==> src/rtl/ctm_pkg.sv <==
// constants and types shared by the compact timer
package ctm_pkg;
  // register indices on the byte port
  localparam logic [2:0] CTM_ADDR_CTRL0 = 3'h0;
  localparam logic [2:0] CTM_ADDR_CTRL1 = 3'h1;
  localparam logic [2:0] CTM_ADDR_CNT_LO = 3'h2;
  localparam logic [2:0] CTM_ADDR_CNT_HI = 3'h3;
  localparam logic [2:0] CTM_ADDR_CMPA_LO = 3'h4;
  localparam logic [2:0] CTM_ADDR_CMPA_HI = 3'h5;
  // timer_control_0 fields
  localparam int CTM_C0_PAUSE = 7;
  localparam int CTM_C0_CKSEL_LSB = 4;
  localparam int CTM_C0_ENABLE = 3;
  localparam int CTM_C0_PERIOD_LSB = 0;
  // timer_control_1 fields
  localparam int CTM_C1_MODE_LSB = 6;
  localparam int CTM_C1_PINFN_LSB = 4;
  localparam int CTM_C1_OUTCTL = 3;
  localparam int CTM_C1_POL = 2;
  localparam int CTM_C1_DUTYPER = 1;
  localparam int CTM_C1_CLRSEL = 0;
  // reset values
  localparam logic [7:0] CTM_CTRL0_RST = 8'h00;
  localparam logic [7:0] CTM_CTRL1_RST = 8'h00;
  localparam logic [9:0] CTM_CMPA_RST = 10'h000;
  // clock select codes
  localparam logic [2:0] CTM_CK_SYS_DIV4 = 3'h0;
  localparam logic [2:0] CTM_CK_SYS = 3'h1;
  localparam logic [2:0] CTM_CK_HIGH_DIV16 = 3'h2;
  localparam logic [2:0] CTM_CK_HIGH_DIV64 = 3'h3;
  localparam logic [2:0] CTM_CK_SUB_A = 3'h4;
  localparam logic [2:0] CTM_CK_SUB_B = 3'h5;
  localparam logic [2:0] CTM_CK_EXT_RISE = 3'h6;
  localparam logic [2:0] CTM_CK_EXT_FALL = 3'h7;
  // prescaler terminal counts
  localparam logic [1:0] CTM_SYS_DIV4_LAST = 2'h3;
  localparam logic [5:0] CTM_HIGH_DIV16_LAST = 6'h0f;
  localparam logic [5:0] CTM_HIGH_DIV64_LAST = 6'h3f;
  // counter extremes
  localparam logic [9:0] CTM_CNT_MAX = 10'h3ff;
  localparam logic [9:0] CTM_CNT_ZERO = 10'h000;
  // pin function codes
  localparam logic [1:0] CTM_FN_NONE = 2'h0;
  localparam logic [1:0] CTM_FN_LOW = 2'h1;
  localparam logic [1:0] CTM_FN_HIGH = 2'h2;
  localparam logic [1:0] CTM_FN_TOGGLE = 2'h3;
  typedef enum logic [1:0] {
    CTM_MODE_COMPARE,
    CTM_MODE_UNDEF,
    CTM_MODE_PWM,
    CTM_MODE_TIMER
  } ctm_mode_e;
endpackage

==> src/rtl/ctm_timer.sv <==
// compact timer: 10-bit counter, two comparators, byte register port
// Overview of operation
// - ten-bit up counter advances on each active edge of the timer clock
// - period comparator checks three bits against counter bits nine to seven
// - compare-A checks a ten-bit value against the whole counter
// - software cannot load counter; enable rising edge clears it to zero
// - overflow or selected compare match clears counter and raises an event
// - separate event outputs for compare-A match and period match
// - three-bit field picks system, high, subsidiary or external clock
// - external clock counts on rising or falling edge as selected
// - compare mode drives output high, low or toggles on compare-A match
// - inverted output is always the inverse of the timer output
// - pwm mode makes an edge-aligned waveform on both output pins
// - one comparator sets pwm duty, the other its period
// - modes are compare output, timer/counter and pwm
// - low bytes go through one shared buffer, moved on high access
// - compare-A low write fills buffer; high write loads both bytes
// - high read returns high byte and copies low byte into buffer
// - counter pair is read-only; compare-A pair is read-write
// - clock select codes: sys/4, sys, high/16, high/64, sub, ext edges
// - period value n matches at n*128 clocks; zero means 1024
// - clear select picks compare-A or period/overflow; unused in pwm
// - pause freezes counter; release resumes from the held value
`timescale 1ns/10ps
`default_nettype none
module ctm_timer (
  input wire logic sys_clk,
  input wire logic rstn,
  input wire logic [2:0] addr,
  input wire logic [7:0] wdata,
  input wire logic wr,
  input wire logic rd,
  output logic [7:0] rdata,
  input wire logic high_clock,
  input wire logic subsidiary_clock,
  input wire logic ext_clock_input,
  output logic timer_output,
  output logic timer_output_inverted,
  output logic int_compare_a,
  output logic int_period
);
  logic [7:0] ctrl0;
  logic [7:0] ctrl1;
  logic [9:0] cmpa;
  logic [9:0] cnt;
  logic [7:0] buffer;
  logic [1:0] sys_div;
  logic [5:0] high_div;
  logic high_q;
  logic sub_q;
  logic ext_q;
  logic cmp_level;

  // field decode
  wire logic pause = ctrl0[ctm_pkg::CTM_C0_PAUSE];
  wire logic enable = ctrl0[ctm_pkg::CTM_C0_ENABLE];
  wire logic [2:0] clock_select =
    ctrl0[ctm_pkg::CTM_C0_CKSEL_LSB +: 3];
  wire logic [2:0] period_field =
    ctrl0[ctm_pkg::CTM_C0_PERIOD_LSB +: 3];
  wire ctm_pkg::ctm_mode_e mode =
    ctm_pkg::ctm_mode_e'(ctrl1[ctm_pkg::CTM_C1_MODE_LSB +: 2]);
  wire logic [1:0] pin_fn = ctrl1[ctm_pkg::CTM_C1_PINFN_LSB +: 2];
  wire logic out_ctl = ctrl1[ctm_pkg::CTM_C1_OUTCTL];
  wire logic polarity = ctrl1[ctm_pkg::CTM_C1_POL];
  wire logic duty_per = ctrl1[ctm_pkg::CTM_C1_DUTYPER];
  wire logic clear_select = ctrl1[ctm_pkg::CTM_C1_CLRSEL];
  wire logic is_pwm = (mode == ctm_pkg::CTM_MODE_PWM);
  wire logic is_cmp = (mode == ctm_pkg::CTM_MODE_COMPARE);
  wire logic is_timer = (mode == ctm_pkg::CTM_MODE_TIMER);

  // register port decode
  wire logic wr_ctrl0 = wr && (addr == ctm_pkg::CTM_ADDR_CTRL0);
  wire logic wr_ctrl1 = wr && (addr == ctm_pkg::CTM_ADDR_CTRL1);
  wire logic wr_a_lo = wr && (addr == ctm_pkg::CTM_ADDR_CMPA_LO);
  wire logic wr_a_hi = wr && (addr == ctm_pkg::CTM_ADDR_CMPA_HI);
  wire logic rd_cnt_hi = rd && (addr == ctm_pkg::CTM_ADDR_CNT_HI);
  wire logic rd_a_hi = rd && (addr == ctm_pkg::CTM_ADDR_CMPA_HI);
  wire logic rd_lo = rd && ((addr == ctm_pkg::CTM_ADDR_CNT_LO) ||
                            (addr == ctm_pkg::CTM_ADDR_CMPA_LO));
  wire logic enable_rise =
    wr_ctrl0 && wdata[ctm_pkg::CTM_C0_ENABLE] && !enable;

  // clock sources; pins arrive synchronous, so plain edge detection
  wire logic high_rise = high_clock && !high_q;
  wire logic sub_rise = subsidiary_clock && !sub_q;
  wire logic ext_rise = ext_clock_input && !ext_q;
  wire logic ext_fall = !ext_clock_input && ext_q;
  wire logic tick_sys4 = (sys_div == ctm_pkg::CTM_SYS_DIV4_LAST);
  wire logic tick_h16 = high_rise &&
    (high_div[3:0] == ctm_pkg::CTM_HIGH_DIV16_LAST[3:0]);
  wire logic tick_h64 = high_rise &&
    (high_div == ctm_pkg::CTM_HIGH_DIV64_LAST);
  logic tick;
  always_comb begin
    unique case (clock_select)
      ctm_pkg::CTM_CK_SYS_DIV4: tick = tick_sys4;
      ctm_pkg::CTM_CK_SYS: tick = 1'b1;
      ctm_pkg::CTM_CK_HIGH_DIV16: tick = tick_h16;
      ctm_pkg::CTM_CK_HIGH_DIV64: tick = tick_h64;
      ctm_pkg::CTM_CK_SUB_A: tick = sub_rise;
      ctm_pkg::CTM_CK_SUB_B: tick = sub_rise;
      ctm_pkg::CTM_CK_EXT_RISE: tick = ext_rise;
      ctm_pkg::CTM_CK_EXT_FALL: tick = ext_fall;
    endcase
  end

  // counting and comparison
  wire logic count_en = enable && !pause && tick;
  wire logic [10:0] cnt_inc = {1'b0, cnt} + 11'h001;
  wire logic overflow = count_en && (cnt == ctm_pkg::CTM_CNT_MAX);
  // period match lands on the first count of the matching 128 block
  wire logic p_hit = (cnt_inc[9:7] == period_field) &&
                     (cnt_inc[6:0] == 7'h00);
  wire logic p_match = count_en &&
    ((period_field == 3'h0) ? overflow : p_hit);
  wire logic a_match = count_en && (cnt_inc[9:0] == cmpa);
  // pwm always clears on its period comparator, clear select ignored
  wire logic clr_a = is_pwm ? duty_per : clear_select;
  wire logic cnt_clear = clr_a ? a_match : p_match;
  wire logic [9:0] next_cnt = cnt_clear ? ctm_pkg::CTM_CNT_ZERO :
                              cnt_inc[9:0];

  // pwm duty from the comparator not setting the period
  wire logic [9:0] duty = duty_per ? {period_field, 7'h00} : cmpa;
  wire logic pwm_on = (cnt < duty);
  logic pwm_level;
  always_comb begin
    unique case (pin_fn)
      2'h0: pwm_level = !out_ctl;
      2'h1: pwm_level = out_ctl;
      2'h2: pwm_level = pwm_on ? out_ctl : !out_ctl;
      2'h3: pwm_level = !out_ctl;
    endcase
  end
  // timer/counter mode leaves the pin undefined; low is chosen
  wire logic pin_level = is_timer ? 1'b0 :
    ((is_pwm ? pwm_level : cmp_level) ^ polarity);

  logic next_cmp_level;
  always_comb begin
    next_cmp_level = cmp_level;
    if (enable_rise) begin
      next_cmp_level = out_ctl;
    end else if (is_cmp && a_match) begin
      unique case (pin_fn)
        ctm_pkg::CTM_FN_NONE: next_cmp_level = cmp_level;
        ctm_pkg::CTM_FN_LOW: next_cmp_level = 1'b0;
        ctm_pkg::CTM_FN_HIGH: next_cmp_level = 1'b1;
        ctm_pkg::CTM_FN_TOGGLE: next_cmp_level = !cmp_level;
      endcase
    end
  end

  // read mux: high bytes direct, low bytes from the shared buffer
  logic [7:0] next_rdata;
  always_comb begin
    next_rdata = 8'h00;
    unique case (addr)
      ctm_pkg::CTM_ADDR_CTRL0: next_rdata = ctrl0;
      ctm_pkg::CTM_ADDR_CTRL1: next_rdata = ctrl1;
      ctm_pkg::CTM_ADDR_CNT_LO: next_rdata = buffer;
      ctm_pkg::CTM_ADDR_CNT_HI: next_rdata = {6'h00, cnt[9:8]};
      ctm_pkg::CTM_ADDR_CMPA_LO: next_rdata = buffer;
      ctm_pkg::CTM_ADDR_CMPA_HI: next_rdata = {6'h00, cmpa[9:8]};
      default: next_rdata = 8'h00;
    endcase
  end

  // buffer transfer; out-of-order access gives stale data by design
  logic [7:0] next_buffer;
  always_comb begin
    next_buffer = buffer;
    if (wr_a_lo) begin
      next_buffer = wdata;
    end else if (rd_cnt_hi) begin
      next_buffer = cnt[7:0];
    end else if (rd_a_hi) begin
      next_buffer = cmpa[7:0];
    end
  end

  always_ff @(posedge sys_clk or negedge rstn) begin
    if (!rstn) begin
      ctrl0 <= ctm_pkg::CTM_CTRL0_RST;
      ctrl1 <= ctm_pkg::CTM_CTRL1_RST;
      cmpa <= ctm_pkg::CTM_CMPA_RST;
      buffer <= 8'h00;
      rdata <= 8'h00;
    end else begin
      // counter pair has no write path
      if (wr_ctrl0) ctrl0 <= wdata;
      if (wr_ctrl1) ctrl1 <= wdata;
      if (wr_a_hi) cmpa <= {wdata[1:0], buffer};
      buffer <= next_buffer;
      rdata <= rd ? next_rdata : 8'h00;
    end
  end

  always_ff @(posedge sys_clk or negedge rstn) begin
    if (!rstn) begin
      cnt <= ctm_pkg::CTM_CNT_ZERO;
    end else if (enable_rise) begin
      cnt <= ctm_pkg::CTM_CNT_ZERO;
    end else if (count_en) begin
      cnt <= next_cnt;
    end
  end

  always_ff @(posedge sys_clk or negedge rstn) begin
    if (!rstn) begin
      sys_div <= 2'h0;
      high_div <= 6'h00;
      high_q <= 1'b0;
      sub_q <= 1'b0;
      ext_q <= 1'b0;
    end else begin
      sys_div <= sys_div + 2'h1;
      if (high_rise) high_div <= high_div + 6'h01;
      high_q <= high_clock;
      sub_q <= subsidiary_clock;
      ext_q <= ext_clock_input;
    end
  end

  always_ff @(posedge sys_clk or negedge rstn) begin
    if (!rstn) begin
      cmp_level <= 1'b0;
      timer_output <= 1'b0;
      timer_output_inverted <= 1'b1;
      int_compare_a <= 1'b0;
      int_period <= 1'b0;
    end else begin
      cmp_level <= next_cmp_level;
      timer_output <= pin_level;
      timer_output_inverted <= !pin_level;
      int_compare_a <= a_match;
      int_period <= p_match;
    end
  end

  property p_enable_clear;
    @(posedge sys_clk) disable iff (!rstn)
      enable_rise |=> (cnt == 10'h000);
  endproperty
  a_enable_clear: assert property (p_enable_clear)
    else $error("counter not cleared by enable rise");

  property p_count_up;
    @(posedge sys_clk) disable iff (!rstn)
      (count_en && !cnt_clear && !enable_rise && cnt != 10'h3ff) |=>
        (cnt == 10'($past(cnt) + 10'h001));
  endproperty
  a_count_up: assert property (p_count_up)
    else $error("counter did not advance by one");

  property p_wrap;
    @(posedge sys_clk) disable iff (!rstn)
      (overflow && !enable_rise) |=> (cnt == 10'h000);
  endproperty
  a_wrap: assert property (p_wrap)
    else $error("counter did not wrap after 1023");

  property p_pause_hold;
    @(posedge sys_clk) disable iff (!rstn)
      (pause && !enable_rise) |=> $stable(cnt);
  endproperty
  a_pause_hold: assert property (p_pause_hold)
    else $error("counter moved while paused");

  property p_inverse;
    @(posedge sys_clk) disable iff (!rstn)
      timer_output_inverted == !timer_output;
  endproperty
  a_inverse: assert property (p_inverse)
    else $error("inverted output not inverse");

  property p_period_event;
    @(posedge sys_clk) disable iff (!rstn)
      (p_match && period_field != 3'h0 && !enable_rise) |=>
        (int_period && cnt[6:0] == 7'h00);
  endproperty
  a_period_event: assert property (p_period_event)
    else $error("period match event missing");

  property p_clear_on_a;
    @(posedge sys_clk) disable iff (!rstn)
      (a_match && clr_a && !enable_rise) |=>
        (cnt == 10'h000) && int_compare_a;
  endproperty
  a_clear_on_a: assert property (p_clear_on_a)
    else $error("compare-A match did not clear counter");

  property p_toggle;
    @(posedge sys_clk) disable iff (!rstn)
      (is_cmp && a_match && !enable_rise && pin_fn == 2'h3) |=>
        (cmp_level != $past(cmp_level));
  endproperty
  a_toggle: assert property (p_toggle)
    else $error("compare output did not toggle");

  property p_cmpa_write;
    @(posedge sys_clk) disable iff (!rstn)
      (wr_a_lo ##2 wr_a_hi) |=>
        (cmpa == {$past(wdata[1:0]), $past(wdata, 3)});
  endproperty
  a_cmpa_write: assert property (p_cmpa_write)
    else $error("compare-A pair not loaded from buffer");

  property p_cnt_read;
    @(posedge sys_clk) disable iff (!rstn)
      rd_cnt_hi |=> (buffer == $past(cnt[7:0])) &&
        (rdata == {6'h00, $past(cnt[9:8])});
  endproperty
  a_cnt_read: assert property (p_cnt_read)
    else $error("counter high read wrong");

  property p_lo_read;
    @(posedge sys_clk) disable iff (!rstn)
      rd_lo |=> (rdata == $past(buffer));
  endproperty
  a_lo_read: assert property (p_lo_read)
    else $error("low byte read bypassed buffer");
endmodule
`default_nettype wire

==> config.mk <==
export PLATFORM = sky130hd
export DESIGN_NAME = ctm_timer
export DESIGN_NICKNAME = d
export VERILOG_FILES = /design/src/rtl/ctm_pkg.sv /design/src/rtl/ctm_timer.sv
export SDC_FILE = /design/constraint.sdc
export NUM_CORES = 1
export LEC_CHECK = 0
export ABC_AREA = 1
export BUFFER_PORTS_ARGS = -buffer_cell sky130_fd_sc_hd__buf_2
export CAP_MARGIN = 20
export CORE_UTILIZATION = 65
export CTS_BUF_LIST = sky130_fd_sc_hd__clkbuf_2 sky130_fd_sc_hd__clkbuf_4 sky130_fd_sc_hd__clkbuf_8
export DETAILED_ROUTE_END_ITERATION = 10
export GPL_TIMING_DRIVEN = 0
export PLACE_DENSITY_LB_ADDON = 0.05
export SKIP_LAST_GASP = 1
export SLEW_MARGIN = 20
export SYNTH_ARGS = -nofsm -noshare
export SYNTH_HDL_FRONTEND = slang
export SYNTH_SLANG_ARGS = --single-unit
==> constraint.sdc <==
create_clock -name sys_clk -period 3.5 [get_ports sys_clk]
set_input_delay 0.7 -clock sys_clk [delete_from_list [all_inputs] [get_ports sys_clk]]
set_output_delay 0.7 -clock sys_clk [all_outputs]
set_load 0.02 [all_outputs]
== Word-level counts from Yosys, hierarchy flattened ==
Index checks and enable logic that the tools add are counted.
W data, S select, Z words.
Word-level totals
  flip-flop bits (word level): 68
  input bits: 18
  output and inout port bits: 12
  word-level logic and storage cells: 108
Operators by class
  $add $sub $neg: 3
  order comparisons: 1
  eq/ne operators: 24
  muxes and demuxes: 20
  bitwise gates (word level): 1
  reductions and logical operators: 43
Operators with widths (count)
  $mux W10: 4
  $pmux W8 S5: 1
  $mux W8: 4
  $logic_and A1 B1 Y1: 21
  $eq A3 B3 Y1 const B: 6
  $eq A3 B2 Y1 const B: 4
  $add A10 B1 Y10 const B: 1
  $eq A10 B10 Y1: 1
  $eq A10 B10 Y1 const B: 1
  $eq A2 B2 Y1 const B: 5
  $lt A10 B10 Y1: 1
  $logic_not A1 Y1: 9
  $logic_not A3 Y1: 3
  $mux W1: 8
  $logic_not A7 Y1: 1
  $pmux W1 S7: 1
  $add A6 B1 Y6 const B: 1
  $eq A3 B1 Y1 const B: 2
  $eq A6 B6 Y1 const B: 1
  $pmux W1 S3: 2
  $reduce_or A2 Y1: 3
  $eq A4 B4 Y1 const B: 1
  $logic_not A2 Y1: 2
  $reduce_bool A2 Y1: 2
  7 further kinds: 7

== Logic depth before layout (Yosys ltp) ==
  depth in word-level cells: 12
  gate-level depth with buffers: 18
  gate-level depth less buffers: 18

== Worst setup path before layout ==
Ideal clock, no wire load.
  path kind: input -> register
  from: in high_clock
  to: reg cnt[0]
  library setup time: 118 ps
  data arrival time: 1753 ps
  data required time: 3382 ps
  slack: 1629 ps
  stages: 11
  buffers on the path: 0
  cell sequence: nand3_1 nor2_1 nand2_1 nand2_1 nand3_1 nor2_2 nand3_2 nor2_4 nand3_4 nand3_1 nand2_1
On the way
  cells in the longest elaborated chain, start to end: 11
  elaborated cells between the ends (all ways): 14
  those cells by class: mux (6); reduce/logical (8)
Ends and longest elaborated chain
  start: declaration: RTL line ctm_timer.sv:34  | input wire logic high_clock,
  $logic_and A1 B1 Y1 (*): RTL line ctm_timer.sv:85  | wire logic high_rise = high_clock && !high_q;
  $logic_and A1 B1 Y1, on equally long branches: RTL line ctm_timer.sv:92, ctm_timer.sv:90
  $pmux W1 S7 (*): RTL line ctm_timer.sv:96  | unique case (clock_select)
  $logic_and A1 B1 Y1 (*): RTL line ctm_timer.sv:109  | wire logic count_en = enable && !pause && tick;
  $logic_and A1 B1 Y1: RTL line ctm_timer.sv:111  | wire logic overflow = count_en && (cnt == ctm_pkg::CTM_CNT_MAX);
  $mux W1: RTL line ctm_timer.sv:116  | ((period_field == 3'h0) ? overflow : p_hit);
  $logic_and A1 B1 Y1: RTL line ctm_timer.sv:115  | wire logic p_match = count_en &&
  $mux W1: RTL line ctm_timer.sv:120  | wire logic cnt_clear = clr_a ? a_match : p_match;
  $mux W10: RTL line ctm_timer.sv:121  | wire logic [9:0] next_cnt = cnt_clear ? ctm_pkg::CTM_CNT_ZERO :
  $mux W10: RTL line ctm_timer.sv:205  | end else if (count_en) begin
  $mux W10: RTL line ctm_timer.sv:203  | end else if (enable_rise) begin
  end signal: assignment: RTL line ctm_timer.sv:202  | cnt <= ctm_pkg::CTM_CNT_ZERO;
  end signal: assignment: RTL line ctm_timer.sv:204  | cnt <= ctm_pkg::CTM_CNT_ZERO;
  end signal: assignment: RTL line ctm_timer.sv:206  | cnt <= next_cnt;
  end: declaration: RTL line ctm_timer.sv:45  | logic [9:0] cnt;
Mark *: on every way between the ends. The rest lies on a longest branch, timed or not. The select of a mux whose other input is x is not followed.
A chain may end at the register's enable or synchronous reset.

== Final worst setup path ==
  from: reg cnt[1]
  to: reg cnt[6]
On the way
  cells in the longest elaborated chain, start to end: 9
  elaborated cells between the ends (all ways): 14
  those cells by class: add/sub (1); eq/ne (3); mux (5); reduce/logical (5)
Ends and longest elaborated chain
  $add A10 B1 Y10: RTL line ctm_timer.sv:110  | wire logic [10:0] cnt_inc = {1'b0, cnt} + 11'h001;
  $logic_not A7 Y1 or $eq A3 B3 Y1 (tied branches): RTL line ctm_timer.sv:114, ctm_timer.sv:113
  $logic_and A1 B1 Y1: RTL line ctm_timer.sv:113  | wire logic p_hit = (cnt_inc[9:7] == period_field) &&
  $mux W1: RTL line ctm_timer.sv:116
  $logic_and A1 B1 Y1: RTL line ctm_timer.sv:115
  $mux W1: RTL line ctm_timer.sv:120
  $mux W10 (*): RTL line ctm_timer.sv:121
  $mux W10 (*): RTL line ctm_timer.sv:205
  $mux W10 (*): RTL line ctm_timer.sv:203
Marks and branches as above.

==> summary.txt <==
Status
  – Status: finished, final reports clean

Detailed routing
  – # DRC: 0
  – Routed wire per std cell: 16.3 um
  – Post-DRT Antenna Nets: 0
  – Via count: 3701
  – Drt pass-1 iters: 5
  – Vias per cell: 5.76
  – Final WL: 10.5 mm
  – Iter 0 DRT Violations: 280

Setup path
  – Flop-to-flop setup slack: 1.28 ns
  – Critical path fanouts, max: 10
  – Worst setup path endpoint: cnt[6]
  – Crit path from: cnt[1]
  – R2r endpoint: cnt[6]
  – WS Path Type: register to register
  – CP Capture Type: register
  – Crit path arrival time: 2.46 ns
  – Crit path required time: 3.75 ns
  – Reg2reg start: cnt[1]
  – Reg2Reg Depth: 12
  – Startpoint types: register

Clock network
  – TritonCTS Buffers: 9
  – Later-pin clock latency in the skew report: 0.35 ns
  – Clock buffer depth: 2
  – CTS root buf: clkbuf_8
  – # resized after CTS: 0
  – Cts hold-fix bufs: 0
  – Clock slew at reported path FFs: 0.08 ns
  – Setup bufs post-CTS: 0
  – H-tree levels: 3
  – CTS tree: done
  – CTS sink cnt: 68

Logic synthesis
  – Largest cells by area after synthesis: dfrtp_1 42%, nand2_1 13%, inv_1 6.2%, nor2_1 5.3%, ha_1 5.0%
  – Post-synthesis sequential area ratio: 42.4%
  – Post-synth top flop: dfrtp_1
  – Avg Cell Area, Syn: 7.70 um^2
  – Post-synth ARST share: 100%
  – Synthesized area: 4020 um^2
  – Yosys warning total: 0
  – Area leader, netlist: dfrtp_1
  – Syn Nets: 556
  – Synth Register Bits: 68
  – Top-area cell type share of the netlist area: 41.7%
  – Post-synth EDFFs: 0
  – Synth cell count leaders: 138 x nand2_1, 67 x dfrtp_1, 66 x inv_1
  – Gate count of the mapped netlist: 522
  – Count leader, synth: nand2_1
  – Synth unique cells: 40

Floorplanning
  – Initial Util: 67.5%
  – # rows: 28
  – Die ar.: 6500 um^2
  – Core footprint: 5960 um^2
  – Top Ports: 30
  – Die width: 80.6 um
  – Die H: 80.6 um

Placement
  – I/O Buffers: 29
  – Routability cong.: 0.886
  – Pre-CTS setup slack: 1.22 ns
  – Placed cells: 627
  – DP HPWL: 7.86 mm

STA
  – Final period util: 63.3%
  – Final WS setup: 1.28 ns
  – Hold slack: 0.201 ns
  – Fin Clk Skew: 0.00989 ns
  – Max-slew violation count: 0
  – Minimum clock period: 2.22 ns
  – Final hold vios: 0
  – Worst-margin pin slew: 0.612 ns
  – Worst slew margin: 58.9%
  – Setup TNS: 0 ns
  – RSZ-0062 raised after global routing: false
  – Final setup vio count: 0
  – Fmax: 0.451 GHz

Finish
  – Ant diodes: 0
  – Fillers: 464
  – Non-filler cells, final: 643
  – Area Growth Syn to Fin: 12.3%
  – Net count, final: 597
  – Share of layout cells above drive strength 1: 14.1%

Hold path
  – Hold Crit Class: input port to asynchronous set/reset pin

Global routing
  – Aggregate global-route resource usage: 35.7%
  – Total gr overflow: 0
  – Initial antenna violation count: 0
  – Largest net degree at the start of global routing: 53
  – Vias in the first global route: 3560
  – First-pass GRT wire length: 17.0 mm

Power
  – Power Dens Cells: 615 nW/um^2
  – VDD IR max: 0.430 mV
  – Leak pwr: 2.32 nW

Flow run
  – Max Cap Viol: 0
worst max-delay path, cell delays in order (launching register included):
cell	delay [ns]
dfrtp_1	0.51
ha_1	0.33
nand3_2	0.15
nor2_4	0.14
inv_1	0.06
nand3b_1	0.07
nand2_1	0.06
nor2_2	0.17
nand3_2	0.13
nor2_4	0.14
nand3_4	0.15
nand3_1	0.13
nand2_1	0.06
logic make-up (layout without fill, tap and decap cells):
family	count (synthesis)	in the layout	share of synthesized area (%)
DFF	68	68	42.4
adders and majority gates	16	16	4.98
AOI/OAI and AO/OA	84	84	12.1
and+or+nand+nor	258	258	28.6
muxes	2	2	0.529
buffers and inverters	84	130	8.13
xor gates and xnor gates	10	10	3.24
layout make-up:
type                            instances  area [um^2]  area share, %
Buffer                                 11         52.6           1.16
Clock inverter                          4         73.8           1.64
Timing Repair Buffer                   30          175           3.88
Inverter                               73          274           6.07
Clock buffer                           12          153           3.38
Multi-Input combinational cell        370         1990           44.1
Sequential cell                        68         1700           37.7
Tap cell                               75         93.8           2.08
per-layer routing:
| metal | global-route usage [%] | vias up | routed length [um] |
|---|---|---|---|
| met1 | 45.7 | 1718 | 4530 |
| met2 | 56.7 | 169 | 4790 |
| li1 | - | 1771 | - |
| met3 | 7.16 | 43 | 769 |
| met4 | 19.1 | 0 | 422 |
| met5 | 0 | - | 0 |
stage by stage:
stage               cell area (um^2)  power (W)  util (%)
floorplan                       4020    0.00174         -
global placement                4260    0.00196      71.5
detailed placement              4290    0.00202      72.0
CTS                             4510    0.00275      75.8
global route                    4510    0.00293      75.8
finish                          4510    0.00278      75.8
sequential cells by signal, summed over array words and instances (netlist names):
| register | flops |
|---|---|
| sys_div | 2 |
| ext_q | 1 |
| int_period | 1 |
| int_compare_a | 1 |
| timer_output | 1 |
| high_div | 6 |
| ctrl1 | 8 |
| ctrl0 | 8 |
| buffer | 8 |
| cmpa | 10 |
| sub_q | 1 |
| cmp_level | 1 |
| high_q | 1 |
| cnt | 10 |
| rdata | 8 |
| timer_output_inverted | 1 |
worst min path at each step:
| stage | startpoint | end |
|---|---|---|
| after detailed placement | sys_div[0] | sys_div[0] |
| after floorplan | rstn | buffer[0] |
| after global placement | sys_div[0] | sys_div[0] |
| after global routing | rstn | high_div[1] |
| after CTS | rstn | high_div[1] |
| final | rstn | high_div[1] |
cell usage in the layout (no fill, tap or decap), types with 2 or more instances in the layout:
master / count
a211oi_1: 7
a21oi_1: 17
buf_2: 31
buf_4: 3
bufinv_16: 2
clkbuf_1: 6
clkbuf_4: 2
clkbuf_8: 10
clkinv_1: 3
dfrtp_1: 67
ha_1: 16
inv_1: 66
inv_2: 4
nand2_1: 138
nand2_2: 5
nand3_1: 34
nand3_2: 2
nand3_4: 2
nand4_1: 5
nor2_1: 57
nor2_2: 4
nor2_4: 4
nor3_1: 3
o211ai_1: 5
o21ai_0: 36
o21ai_1: 2
o22ai_1: 13
xnor2_1: 2
xnor3_1: 2
xor2_1: 4
power breakdown:
| group | leakage, nW | switching [W] | internal, W |
|---|---|---|---|
| registers | 0.867 | 0.000171 | 0.000964 |
| logic | 1.33 | 0.000566 | 0.000323 |
| clock network | 0.117 | 0.000313 | 0.000437 |
| total | 2.32 | 0.00105 | 0.00172 |
Note: power is estimated with default switching activity, not from simulation.
